### config.mk
export PLATFORM = sky130hd
export DESIGN_NAME = tcc_cc_status
export DESIGN_NICKNAME = d
export VERILOG_FILES = /design/src/tcc_sync.sv /design/src/tcc_cc_status.sv
export SDC_FILE = /design/constraint.sdc
export NUM_CORES = 1
export LEC_CHECK = 0
export ABC_AREA = 0
export ABC_CLOCK_PERIOD_IN_PS = 6450
export BUFFER_PORTS_ARGS = -buffer_cell sky130_fd_sc_hd__buf_2
export CAP_MARGIN = 5
export CORE_ASPECT_RATIO = 1.25
export CORE_MARGIN = 4
export CORE_UTILIZATION = 46
export DETAILED_ROUTE_END_ITERATION = 10
export PLACE_DENSITY = 0.79
export SETUP_SLACK_MARGIN = 0.1
export SLEW_MARGIN = 20
export SYNTH_ARGS = -nofsm -noshare
export SYNTH_HDL_FRONTEND = slang
export SYNTH_SLANG_ARGS = --single-unit
### constraint.sdc
create_clock -name clk -period 6.45 [get_ports clk]
set_input_delay 0.3225 -clock clk [delete_from_list [all_inputs] [get_ports clk]]
set_output_delay 0.3225 -clock clk [all_outputs]
set_load 0.02 [all_outputs]
### src/tcc_sync.sv
// Shared constants for the configuration-channel status block, plus its input synchroniser
`timescale 1ns/100ps
`default_nettype none

package tcc_pkg;
  localparam logic [6:0] TCC_ADDR_STRAP_HIGH = 7'h67;
  localparam logic [6:0] TCC_ADDR_STRAP_LOW = 7'h47;
  localparam logic [6:0] TCC_ADDR_NONE = 7'h00;
  localparam int TCC_CLK_MHZ = 50;
  localparam int TCC_TOGGLE_HALF_US = 50;
  localparam int TCC_TOGGLE_CYCLES = TCC_TOGGLE_HALF_US * TCC_CLK_MHZ;
  localparam int TCC_TOGGLE_W = $clog2(TCC_TOGGLE_CYCLES + 1);
  localparam logic [1:0] TCC_LVL_NONE = 2'h0;
  localparam logic [1:0] TCC_LVL_DEFAULT = 2'h1;
  localparam logic [1:0] TCC_LVL_MEDIUM = 2'h2;
  localparam logic [1:0] TCC_LVL_HIGH = 2'h3;
  localparam int TCC_SYNC_W = 14;
  localparam logic [TCC_SYNC_W-1:0] TCC_SYNC_RESET = 14'h0001;
  typedef enum logic [1:0] {TCC_ROLE_SOURCE, TCC_ROLE_SINK, TCC_ROLE_DUAL} tcc_role_t;
  typedef enum logic [1:0] {TCC_MODE_NONE, TCC_MODE_BUS_HIGH, TCC_MODE_BUS_LOW, TCC_MODE_GPIO} tcc_mode_t;
  typedef enum logic [2:0] {TCC_ST_OFF, TCC_ST_UNATT_SRC, TCC_ST_UNATT_SNK, TCC_ST_ATT_SRC,
                            TCC_ST_ATT_SNK, TCC_ST_AUDIO} tcc_state_t;
  // Stronger of two advertised levels; only one CC line should carry one
  function automatic logic [1:0] maxLevel(input logic [1:0] a, input logic [1:0] b);
    maxLevel = (a > b) ? a : b;
  endfunction
endpackage

module tcc_sync
  import tcc_pkg::*;
#(
  parameter int WIDTH = TCC_SYNC_W,
  parameter logic [WIDTH-1:0] RESET_VALUE = TCC_SYNC_RESET
)
(
  input wire logic clk,
  input wire logic reset_n,
  input wire logic [WIDTH-1:0] asyncIn,
  output logic [WIDTH-1:0] syncOut
);
  logic [WIDTH-1:0] stage1_ff;
  logic [WIDTH-1:0] stage2_ff;
  logic [WIDTH-1:0] nxt_stage1;
  logic [WIDTH-1:0] nxt_stage2;

  always_comb
  begin
    nxt_stage1 = asyncIn;
    nxt_stage2 = stage1_ff;
  end

  always_ff @(posedge clk or negedge reset_n)
  begin
    if (!reset_n)
    begin
      stage1_ff <= RESET_VALUE;
      stage2_ff <= RESET_VALUE;
    end
    else
    begin
      stage1_ff <= nxt_stage1;
      stage2_ff <= nxt_stage2;
    end
  end

  assign syncOut = stage2_ff;
endmodule

`default_nettype wire

### src/tcc_cc_status.sv
// Configuration-channel attach detection with strap decode and open-drain status pins
`timescale 1ns/100ps
`default_nettype none

module tcc_cc_status
  import tcc_pkg::*;
(
  input wire logic clk,
  input wire logic reset_n,
  input wire logic enableN,
  input wire logic strapHigh,
  input wire logic strapLow,
  input wire logic busPowerSense,
  input wire logic [1:0] ccRdDet,
  input wire logic [1:0] ccRaDet,
  input wire logic [1:0] cc1RpLevel,
  input wire logic [1:0] cc2RpLevel,
  input wire logic [1:0] roleSelect,
  input wire logic regChange,
  input wire logic intClear,
  input wire logic sdaIn,
  input wire logic sclIn,
  input wire logic busSdaPullLow,
  input wire logic busSclHold,
  output logic orientOut,
  output logic orientOeN,
  output logic sourceAttachOut,
  output logic sourceAttachOeN,
  output logic sharedIntOut,
  output logic sharedIntOeN,
  output logic sdaOut,
  output logic sdaOeN,
  output logic sclOut,
  output logic sclOeN,
  output logic busEnable,
  output logic [6:0] busAddress,
  output logic busSdaIn,
  output logic busSclIn,
  output logic attached,
  output logic [1:0] currentLevel
);
  // ---------------------------------------------------------------
  // Input synchronisation
  // ---------------------------------------------------------------
  logic enSyncN, en, sHigh, sLow, vbus, sdaSync, sclSync;
  logic [1:0] rd, ra, rp1, rp2;

  tcc_sync #(.WIDTH(TCC_SYNC_W), .RESET_VALUE(TCC_SYNC_RESET)) uSync (
    .clk(clk),
    .reset_n(reset_n),
    .asyncIn({sclIn, sdaIn, cc2RpLevel, cc1RpLevel, ccRaDet, ccRdDet, busPowerSense, strapLow, strapHigh, enableN}),
    .syncOut({sclSync, sdaSync, rp2, rp1, ra, rd, vbus, sLow, sHigh, enSyncN})
  );
  assign en = ~enSyncN;

  // ---------------------------------------------------------------
  // Strap capture and attach state machine
  // ---------------------------------------------------------------
  tcc_mode_t mode_ff, nxt_mode;
  tcc_state_t state_ff, nxt_state;
  tcc_role_t role;
  logic [TCC_TOGGLE_W-1:0] toggleCnt_ff, nxt_toggleCnt;
  logic [1:0] level_ff, nxt_level;
  logic orientPos2_ff, nxt_orientPos2, intPend_ff, nxt_intPend, busMode;
  // Standalone strap forces dual-role; fixed roles need the register bus to pick them
  assign busMode = (mode_ff == TCC_MODE_BUS_HIGH) || (mode_ff == TCC_MODE_BUS_LOW);
  assign role = (busMode && roleSelect != 2'(TCC_ROLE_DUAL) && roleSelect <= 2'(TCC_ROLE_SINK)) ?
                tcc_role_t'(roleSelect) : TCC_ROLE_DUAL;

  always_comb
  begin
    nxt_mode = mode_ff;
    nxt_state = state_ff;
    nxt_orientPos2 = orientPos2_ff;
    nxt_level = level_ff;
    nxt_toggleCnt = (toggleCnt_ff == '0) ? TCC_TOGGLE_W'(TCC_TOGGLE_CYCLES) : toggleCnt_ff - 1'b1;
    // Strap is caught once per enable so a pin glitch later cannot move the bus address
    if (!en)
      nxt_mode = TCC_MODE_NONE;
    else if (mode_ff == TCC_MODE_NONE)
      nxt_mode = sHigh ? TCC_MODE_BUS_HIGH : (sLow ? TCC_MODE_BUS_LOW : TCC_MODE_GPIO);
    unique case (state_ff)
      TCC_ST_OFF:
        if (mode_ff != TCC_MODE_NONE)
          nxt_state = (role == TCC_ROLE_SINK) ? TCC_ST_UNATT_SNK : TCC_ST_UNATT_SRC;
      TCC_ST_UNATT_SRC:
        if (ra == 2'b11)
          nxt_state = TCC_ST_AUDIO;
        else if (^rd)
        begin
          nxt_state = TCC_ST_ATT_SRC;
          nxt_orientPos2 = rd[1];
        end
        else if (role == TCC_ROLE_DUAL && toggleCnt_ff == '0)
          nxt_state = TCC_ST_UNATT_SNK;
      TCC_ST_UNATT_SNK:
        if (vbus && (rp1 != TCC_LVL_NONE || rp2 != TCC_LVL_NONE))
        begin
          nxt_state = TCC_ST_ATT_SNK;
          nxt_orientPos2 = (rp2 != TCC_LVL_NONE);
          nxt_level = maxLevel(rp1, rp2);
        end
        else if (role == TCC_ROLE_DUAL && toggleCnt_ff == '0)
          nxt_state = TCC_ST_UNATT_SRC;
      TCC_ST_ATT_SRC:
        if (!(orientPos2_ff ? rd[1] : rd[0]))
          nxt_state = TCC_ST_UNATT_SRC;
      TCC_ST_AUDIO:
        if (ra != 2'b11)
          nxt_state = TCC_ST_UNATT_SRC;
      TCC_ST_ATT_SNK:
        if (!vbus)
        begin
          nxt_state = TCC_ST_UNATT_SNK;
          nxt_level = TCC_LVL_NONE;
        end
        else if ((orientPos2_ff ? rp2 : rp1) != TCC_LVL_NONE)
          nxt_level = orientPos2_ff ? rp2 : rp1;
      default:
        nxt_state = TCC_ST_OFF;
    endcase
    if (!en)
    begin
      nxt_state = TCC_ST_OFF;
      nxt_level = TCC_LVL_NONE;
    end
    if (nxt_state != state_ff)
      nxt_toggleCnt = TCC_TOGGLE_W'(TCC_TOGGLE_CYCLES);
    // Set wins over the host's clear; attach state is part of the readable registers
    nxt_intPend = en && busMode &&
                  (regChange || nxt_state != state_ff || nxt_level != level_ff || (intPend_ff && !intClear));
  end
  always_ff @(posedge clk or negedge reset_n)
  begin
    if (!reset_n)
    begin
      mode_ff <= TCC_MODE_NONE;
      state_ff <= TCC_ST_OFF;
      toggleCnt_ff <= TCC_TOGGLE_W'(TCC_TOGGLE_CYCLES);
      orientPos2_ff <= 1'b0;
      level_ff <= TCC_LVL_NONE;
      intPend_ff <= 1'b0;
    end
    else
    begin
      mode_ff <= nxt_mode;
      state_ff <= nxt_state;
      toggleCnt_ff <= nxt_toggleCnt;
      orientPos2_ff <= nxt_orientPos2;
      level_ff <= nxt_level;
      intPend_ff <= nxt_intPend;
    end
  end

  // ---------------------------------------------------------------
  // Pin drivers, all registered
  // ---------------------------------------------------------------
  logic orientOeN_ff, nxt_orientOeN, srcOeN_ff, nxt_srcOeN, intOeN_ff, nxt_intOeN;
  logic sdaOeN_ff, nxt_sdaOeN, sclOeN_ff, nxt_sclOeN, busEn_ff, nxt_busEn;
  logic busSda_ff, nxt_busSda, busScl_ff, nxt_busScl, attached_ff, nxt_attached;
  logic pinLow_ff, sinkOn, isAttached;
  logic [6:0] addr_ff, nxt_addr;

  assign sinkOn = (state_ff == TCC_ST_ATT_SNK) && !busMode;
  assign isAttached = (state_ff == TCC_ST_ATT_SRC) || (state_ff == TCC_ST_ATT_SNK);
  always_comb
  begin
    // Released (high) is the idle level of every open-drain pin, and the disabled level
    nxt_orientOeN = !(isAttached && !orientPos2_ff);
    nxt_srcOeN = !(state_ff == TCC_ST_ATT_SRC);
    nxt_busEn = busMode;
    nxt_addr = (mode_ff == TCC_MODE_BUS_HIGH) ? TCC_ADDR_STRAP_HIGH :
               (mode_ff == TCC_MODE_BUS_LOW) ? TCC_ADDR_STRAP_LOW : TCC_ADDR_NONE;
    nxt_busSda = busMode ? sdaSync : 1'b1;
    nxt_busScl = busMode ? sclSync : 1'b1;
    nxt_attached = isAttached;
    if (busMode)
    begin
      nxt_intOeN = !intPend_ff;
      nxt_sdaOeN = !busSdaPullLow;
      nxt_sclOeN = !busSclHold;
    end
    else
    begin
      nxt_intOeN = !(state_ff == TCC_ST_AUDIO && mode_ff == TCC_MODE_GPIO);
      nxt_sdaOeN = !(sinkOn && level_ff >= TCC_LVL_MEDIUM);
      nxt_sclOeN = !(sinkOn && level_ff == TCC_LVL_HIGH);
    end
  end
  always_ff @(posedge clk or negedge reset_n)
  begin
    if (!reset_n)
    begin
      orientOeN_ff <= 1'b1;
      srcOeN_ff <= 1'b1;
      intOeN_ff <= 1'b1;
      sdaOeN_ff <= 1'b1;
      sclOeN_ff <= 1'b1;
      busEn_ff <= 1'b0;
      addr_ff <= TCC_ADDR_NONE;
      busSda_ff <= 1'b1;
      busScl_ff <= 1'b1;
      attached_ff <= 1'b0;
      pinLow_ff <= 1'b0;
    end
    else
    begin
      orientOeN_ff <= nxt_orientOeN;
      srcOeN_ff <= nxt_srcOeN;
      intOeN_ff <= nxt_intOeN;
      sdaOeN_ff <= nxt_sdaOeN;
      sclOeN_ff <= nxt_sclOeN;
      busEn_ff <= nxt_busEn;
      addr_ff <= nxt_addr;
      busSda_ff <= nxt_busSda;
      busScl_ff <= nxt_busScl;
      attached_ff <= nxt_attached;
      pinLow_ff <= 1'b0;
    end
  end

  assign orientOut = pinLow_ff;
  assign orientOeN = orientOeN_ff;
  assign sourceAttachOut = pinLow_ff;
  assign sourceAttachOeN = srcOeN_ff;
  assign sharedIntOut = pinLow_ff;
  assign sharedIntOeN = intOeN_ff;
  assign sdaOut = pinLow_ff;
  assign sdaOeN = sdaOeN_ff;
  assign sclOut = pinLow_ff;
  assign sclOeN = sclOeN_ff;
  assign busEnable = busEn_ff;
  assign busAddress = addr_ff;
  assign busSdaIn = busSda_ff;
  assign busSclIn = busScl_ff;
  assign attached = attached_ff;
  assign currentLevel = level_ff;
endmodule

`default_nettype wire

After elaboration in Yosys (flattened, before gate mapping)
Cells that the tools add are included.

word-level totals
  register bits = 65
  output and inout bits = 23
  word-level logic and storage cells = 120

operators by class
  add/subtract/negate cells = 1
  order comparisons = 3
  eq/ne operators = 19
  muxes and demuxes = 38
  bitwise gates (word level) = 1
  reductions and logical operators = 40

operator list
  operator                                                              count
  3-bit 2-to-1 mux                                                      10
  12-bit 2-to-1 mux                                                     2
  2-bit 2-to-1 mux                                                      11
  3-bit one-hot mux with 6 select lines                                 1
  7-bit 2-to-1 mux                                                      2
  1-bit logical AND                                                     12
  12-bit logical NOT                                                    1
  2-bit nonzero test                                                    6
  12-bit by 1-bit subtractor with 12-bit output, second input constant  1
  1-bit logical NOT                                                     11
  2-bit == test, second input constant                                  5
  1-bit 2-to-1 mux                                                      10
  2-bit inequality test, second input constant                          5
  3-bit by 2-bit == test with 1-bit output, second input constant       2
  3-bit == test, second input constant                                  2
  1-bit logical OR                                                      6
  2-bit by 1-bit == test with 1-bit output, second input constant       2
  2-bit one-hot mux with 2 select lines                                 1
  4-bit AND reduction                                                   1
  3-bit by 1-bit == test with 1-bit output, second input constant       1
  3-bit logical NOT                                                     1
  3-bit inequality test                                                 1
  2-bit >= comparator, second input constant                            1
  2-bit > comparator                                                    1
  6 further kinds                                                       6

Logic depth before layout (Yosys ltp)
  depth after elaboration = 17
  gate-level depth with buffers = 9
  depth with buffers taken out = 8

Hierarchy
A second synthesis with hierarchy kept.

unflattened totals
  cell total of the unflattened synthesis = 237
  area, all modules = 2680.1 µm²

modules (own cells, without submodules)
  module         times used  cells each  area an instance (µm²)  sequential area each (µm²)
  tcc_cc_status  1           209         1976.9                  790.8
  tcc_sync       1           28          703.2                   703.2

Worst setup path before layout
No wires, ideal clock.

  path type = register to register
  start = register mode_ff[0]
  end = register intPend_ff
  arrival = 2.091 ns
  required time = 6.311 ns
  path slack = 4.220 ns
  cell stages (with the launch flop) = 9
  clock period less this slack = 2.230 ns
  cell sequence = dfrtp_1 > inv_1 > ha_1 > clkbuf_1 > and3b_1 > a32o_1 > a2111oi_2 > o311a_4 > a41oi_2

on the way
  cells in the longest elaborated chain, start to end = 17

ends and longest elaborated chain
  item                                                                              line                                       source
  start: declaration                                                                tcc_cc_status.sv:59                        tcc_mode_t mode_ff, nxt_mode;
  start signal: assignment                                                          tcc_cc_status.sv:146                       mode_ff <= nxt_mode;
  2-bit by 1-bit == test with 1-bit output / 2-bit == test (equally long branches)  tcc_cc_status.sv:66                        assign busMode = (mode_ff == TCC_MODE_BUS_HIGH) || (mode_ff == TCC_MODE_BUS_LOW);
  1-bit logical OR (*)                                                              tcc_cc_status.sv:66
  net busMode                                                                       tcc_cc_status.sv:64                        logic orientPos2_ff, nxt_orientPos2, intPend_ff, nxt_intPend, busMode;
  1-bit logical AND (2 in series)                                                   tcc_cc_status.sv:67                        assign role = (busMode && roleSelect != 2'(TCC_ROLE_DUAL) && roleSelect <= 2'(TCC_ROLE_SINK)) ?
  2-bit 2-to-1 mux                                                                  tcc_cc_status.sv:67
  2-bit == test                                                                     tcc_cc_status.sv:94, tcc_cc_status.sv:103
  1-bit logical AND                                                                 tcc_cc_status.sv:94, tcc_cc_status.sv:103
  3-bit 2-to-1 mux                                                                  tcc_cc_status.sv:94                        else if (role == TCC_ROLE_DUAL && toggleCnt_ff == '0)
  3-bit 2-to-1 mux                                                                  tcc_cc_status.sv:89                        else if (^rd)
  3-bit 2-to-1 mux                                                                  tcc_cc_status.sv:87                        if (ra == 2'b11)
  3-bit one-hot mux with 6 select lines                                             tcc_cc_status.sv:82                        unique case (state_ff)
  3-bit 2-to-1 mux                                                                  tcc_cc_status.sv:122                       if (!en)
  3-bit inequality test                                                             tcc_cc_status.sv:131                       (regChange || nxt_state != state_ff || nxt_level != level_ff || (intPend_ff && !intClear));
  1-bit logical OR (3 in series)                                                    tcc_cc_status.sv:131
  1-bit logical AND (*)                                                             tcc_cc_status.sv:130                       nxt_intPend = en && busMode &&
  net nxt_intPend                                                                   tcc_cc_status.sv:64
  end signal: assignment                                                            tcc_cc_status.sv:151                       intPend_ff <= nxt_intPend;
  end: declaration                                                                  tcc_cc_status.sv:64

The timed path passes the listed nets; every way through them passes the cells marked *.
A chain may end at the register's enable or synchronous reset.

Worst setup path in the final report
  start = register mode_ff[0]
  end = register toggleCnt_ff[4]

on the way
  cells in the longest elaborated chain, start to end = 14

ends and longest elaborated chain
  item                                                                              line                                       source
  2-bit by 1-bit == test with 1-bit output / 2-bit == test (equally long branches)  tcc_cc_status.sv:66
  1-bit logical OR (*)                                                              tcc_cc_status.sv:66
  net busMode                                                                       tcc_cc_status.sv:64
  1-bit logical AND (*) (2 in series)                                               tcc_cc_status.sv:67
  2-bit 2-to-1 mux (*)                                                              tcc_cc_status.sv:67
  2-bit == test                                                                     tcc_cc_status.sv:94, tcc_cc_status.sv:103
  1-bit logical AND                                                                 tcc_cc_status.sv:94, tcc_cc_status.sv:103
  3-bit 2-to-1 mux                                                                  tcc_cc_status.sv:94
  3-bit 2-to-1 mux                                                                  tcc_cc_status.sv:89
  3-bit 2-to-1 mux                                                                  tcc_cc_status.sv:87
  3-bit one-hot mux with 6 select lines (*)                                         tcc_cc_status.sv:82
  3-bit 2-to-1 mux (*)                                                              tcc_cc_status.sv:122
  3-bit inequality test (*)                                                         tcc_cc_status.sv:127                       if (nxt_state != state_ff)
  12-bit 2-to-1 mux (*)                                                             tcc_cc_status.sv:127
  net nxt_toggleCnt[4]                                                              tcc_cc_status.sv:62                        logic [TCC_TOGGLE_W-1:0] toggleCnt_ff, nxt_toggleCnt;
  end signal: assignment                                                            tcc_cc_status.sv:139                       toggleCnt_ff <= TCC_TOGGLE_W'(TCC_TOGGLE_CYCLES);
  end signal: assignment                                                            tcc_cc_status.sv:148                       toggleCnt_ff <= nxt_toggleCnt;
  end: declaration                                                                  tcc_cc_status.sv:62

Marks and branches as above.

==> out/metrics.csv <==
metric,value,unit
outcome,"complete, no violations",
grt-ovfl-total,0,
grt_pass1_vias,1878,
synth-simple-area-share,0.185,
synth.most_common_cell,dfrtp_1,
antenna_found_initial,0,
crit_chain,inv_1 -> ha_1 -> inv_1 -> o2111ai_4 -> a2111oi_4 -> a2111oi_2 -> o311ai_4 -> nor3_1,
grt_pass1_wl,8540,um
cp-start-kind,flop,
switchingPower,336,uW
slew_viol_final,0,
busiest_layer,met2,
hold_buffers,0,
postRouteAntennaNets,0,
met3_usage,0.0448,
die_h,94.5,um
first_iter_violations,108,
final-hold-violation-count,0,
irDropWorstVdd,0.181,mV
postSynth.asyncResetShare,1.00,
fmax,384,MHz
use_met2,0.256,
finalSetupViolCount,0,
wirelength,4970,um
synthMuxAreaShare,0.0109,
whs,0.0796,ns
area_growth,13.9,%
syn_avg_cell_area,11.3,um^2
dp_hpwl,3500,um
cts_resized,0,
period_share,0.404,
vias_per_cell,5.31,
htreeDepth,3,
yosysTopAreaCell,dfrtp_1,
firstDrtPassIters,4,
p_seq_frac,0.447,
synth_edf_count,0,
critical-path-slowest-cell,a2111oi_2,
core_area,5820,um^2
p_sw_frac,0.318,
ys_ff_latch,59,
seq_area_frac_synth,0.542,
cts_buffers,9,
cts_max_path_buffers,2,
arrival,2.85,ns
leakagePower,1.35,nW
tightest_slew,0.709,ns
critPathKind,reg -> reg,
gr-usage-met1,0.173,
hold_path_class,in -> reg,
drc,0,
maxSlewHeadroom,0.528,
num_antenna_cells,0,
synth_xor_area_frac,0.0318,
clkTransAtPathRegs,0.07,ns
pwr-share-comb,0.231,
grt_usage,0.153,
cts-root-buf,clkbuf_8,
worstPathRequired,6.70,ns
slowest_delay,0.58,ns
clkPwrFrac,0.322,
final_net_count,307,
postSynthCellCount,243,
place_congestion,0.854,
synth_top_area_share,0.409,
num_vias,1852,
drv_cap,0,
wl_per_cell,14.2,um
p_int,722,uW
cpMostUsedCell,inv_1,
synthTopCellsByArea,"dfrtp_1 (41%), dfstp_2 (13%), ha_1 (3.2%), buf_4 (3.0%), nand2_1 (2.5%)",
ys_warn_count,0,
synthTopCellsByCount,"dfrtp_1 (45), nand2_1 (18), nor2_1 (18)",
io_pins,45,
period_needed,2.60,ns
syn_area,2750,um^2
rsz0062_at_grt,false,
cellPowerDensity,338,nW/um^2
skew,0.0104,ns
dieArea,7300,um^2
io_buffer_count,37,
cts_tree,done,
rows,31,
finalPower,1.06,mW
synth_adder_area_share,0.0318,
cts_setup_buffers,0,
fin_tns_setup,0,ns
synth-compound-area-share,0.134,
layout-drive-gt1-share,0.276,
clock_latency,0.34,ns
post_synth_num_cell_types,55,
worst-path-max-fanout,12,
grt_max_degree,60,
ys.flop_type,dfrtp_1,
endpoint_kind,flop,
start_util,0.473,
cts_num_sinks,59,
synth_top_family_by_area,simple AND/OR/NAND/NOR gates,
dieWidth,77.2,um
[state kept, by name, indices dropped and copies added, names as in the netlist, 2 cells and up]
signal            cells
toggleCnt_ff         12
mode_ff               2
uSync.syncOut        14
currentLevel          2
uSync.nxt_stage2     14
state_ff              3
[worst max-delay path, delay by kind of cell, from the launching register on]
kind            cells  cell delay [ns]
compound gates      4             1.20
fa+ha+maj           1             0.48
buf+inv             2             0.19
flops               1             0.39
simple gates        1             0.24
[logic make-up after synthesis]
logic type	after synthesis
multiplexers	3
buffers and inverters	33
adder cells (fa/ha/maj)	7
AO/OA/AOI/OAI	40
other	1
AND/OR/NAND/NOR	90
XOR/XNOR	10
flip-flops	59
[metal layers]
layer  up-vias  share of wire
met2        55           0.51
met3        13          0.056
li1        906              -
met4         0          0.025
met5         -              0
met1       878           0.41
[power by group through the flow]
stage	sequential, mW	combinational (mW)	clock (mW)
CTS	0.473	0.248	0.348
global route	0.483	0.271	0.364
finish	0.473	0.244	0.341
detailed placement	0.479	0.246	0
global placement	0.475	0.240	0
floorplan	0.474	0.199	0
[layout make-up]
type	count	area [um^2]
Clock buffer	12	155
Clock inverter	4	50.0
Fill cell	511	2680
Inverter	13	48.8
Multi-Input combinational cell	157	1110
Sequential cell	59	1490
Tap cell	66	82.6
Timing Repair Buffer	38	193
[layout by cell type, fill, tap and decap left out, types with 4 or more instances in the layout]
master    synthesis  routed
nor2b_1           4       4
dfstp_2          14      14
clkbuf_8          0      11
dfrtp_1          45      45
xnor2_1           7       7
nor3_1           11      11
a21oi_1          10      10
inv_1            13      13
nor4_1            4       4
o21ai_0           6       6
nand2_1          18      18
nand3b_1          4       4
conb_1            1       7
ha_1              7       7
nand2b_1          8       8
nor2_1           18      18
nand3_1           5       5
buf_2             4      37
[path summary, 6_finish.rpt]
kind	slack, ns	from	to	depth (start not counted)
setup / recovery	3.85	mode_ff[0]$_DFFE_PN0P_	toggleCnt_ff[4]$_DFF_PN0_	8
hold / removal	0.08	cc1RpLevel[0]	uSync.nxt_stage2[8]$_DFF_PN0_	1
setup reg to reg	3.85	mode_ff[0]$_DFFE_PN0P_	toggleCnt_ff[4]$_DFF_PN0_	8
hold reg to reg	0.34	uSync.nxt_stage2[10]$_DFF_PN0_	uSync.syncOut[10]$_DFF_PN0_	0
max in group asynchronous	5.86	reset_n	uSync.nxt_stage2[1]$_DFF_PN0_	2
min in group asynchronous	0.10	reset_n	uSync.nxt_stage2[11]$_DFF_PN0_	2
[per-stage QoR]
step	area, um^2	cells	util	worst slack [ns]
2_1_floorplan	2780	249	-	4.22
3_3_place_gp	2930	333	0.504	3.98
3_5_place_dp	2930	333	0.504	3.87
4_1_cts	3140	349	0.539	3.84
5_1_grt	3140	349	0.539	3.60
6_report	3140	349	0.539	3.85
(Power assumes the default switching activity.)
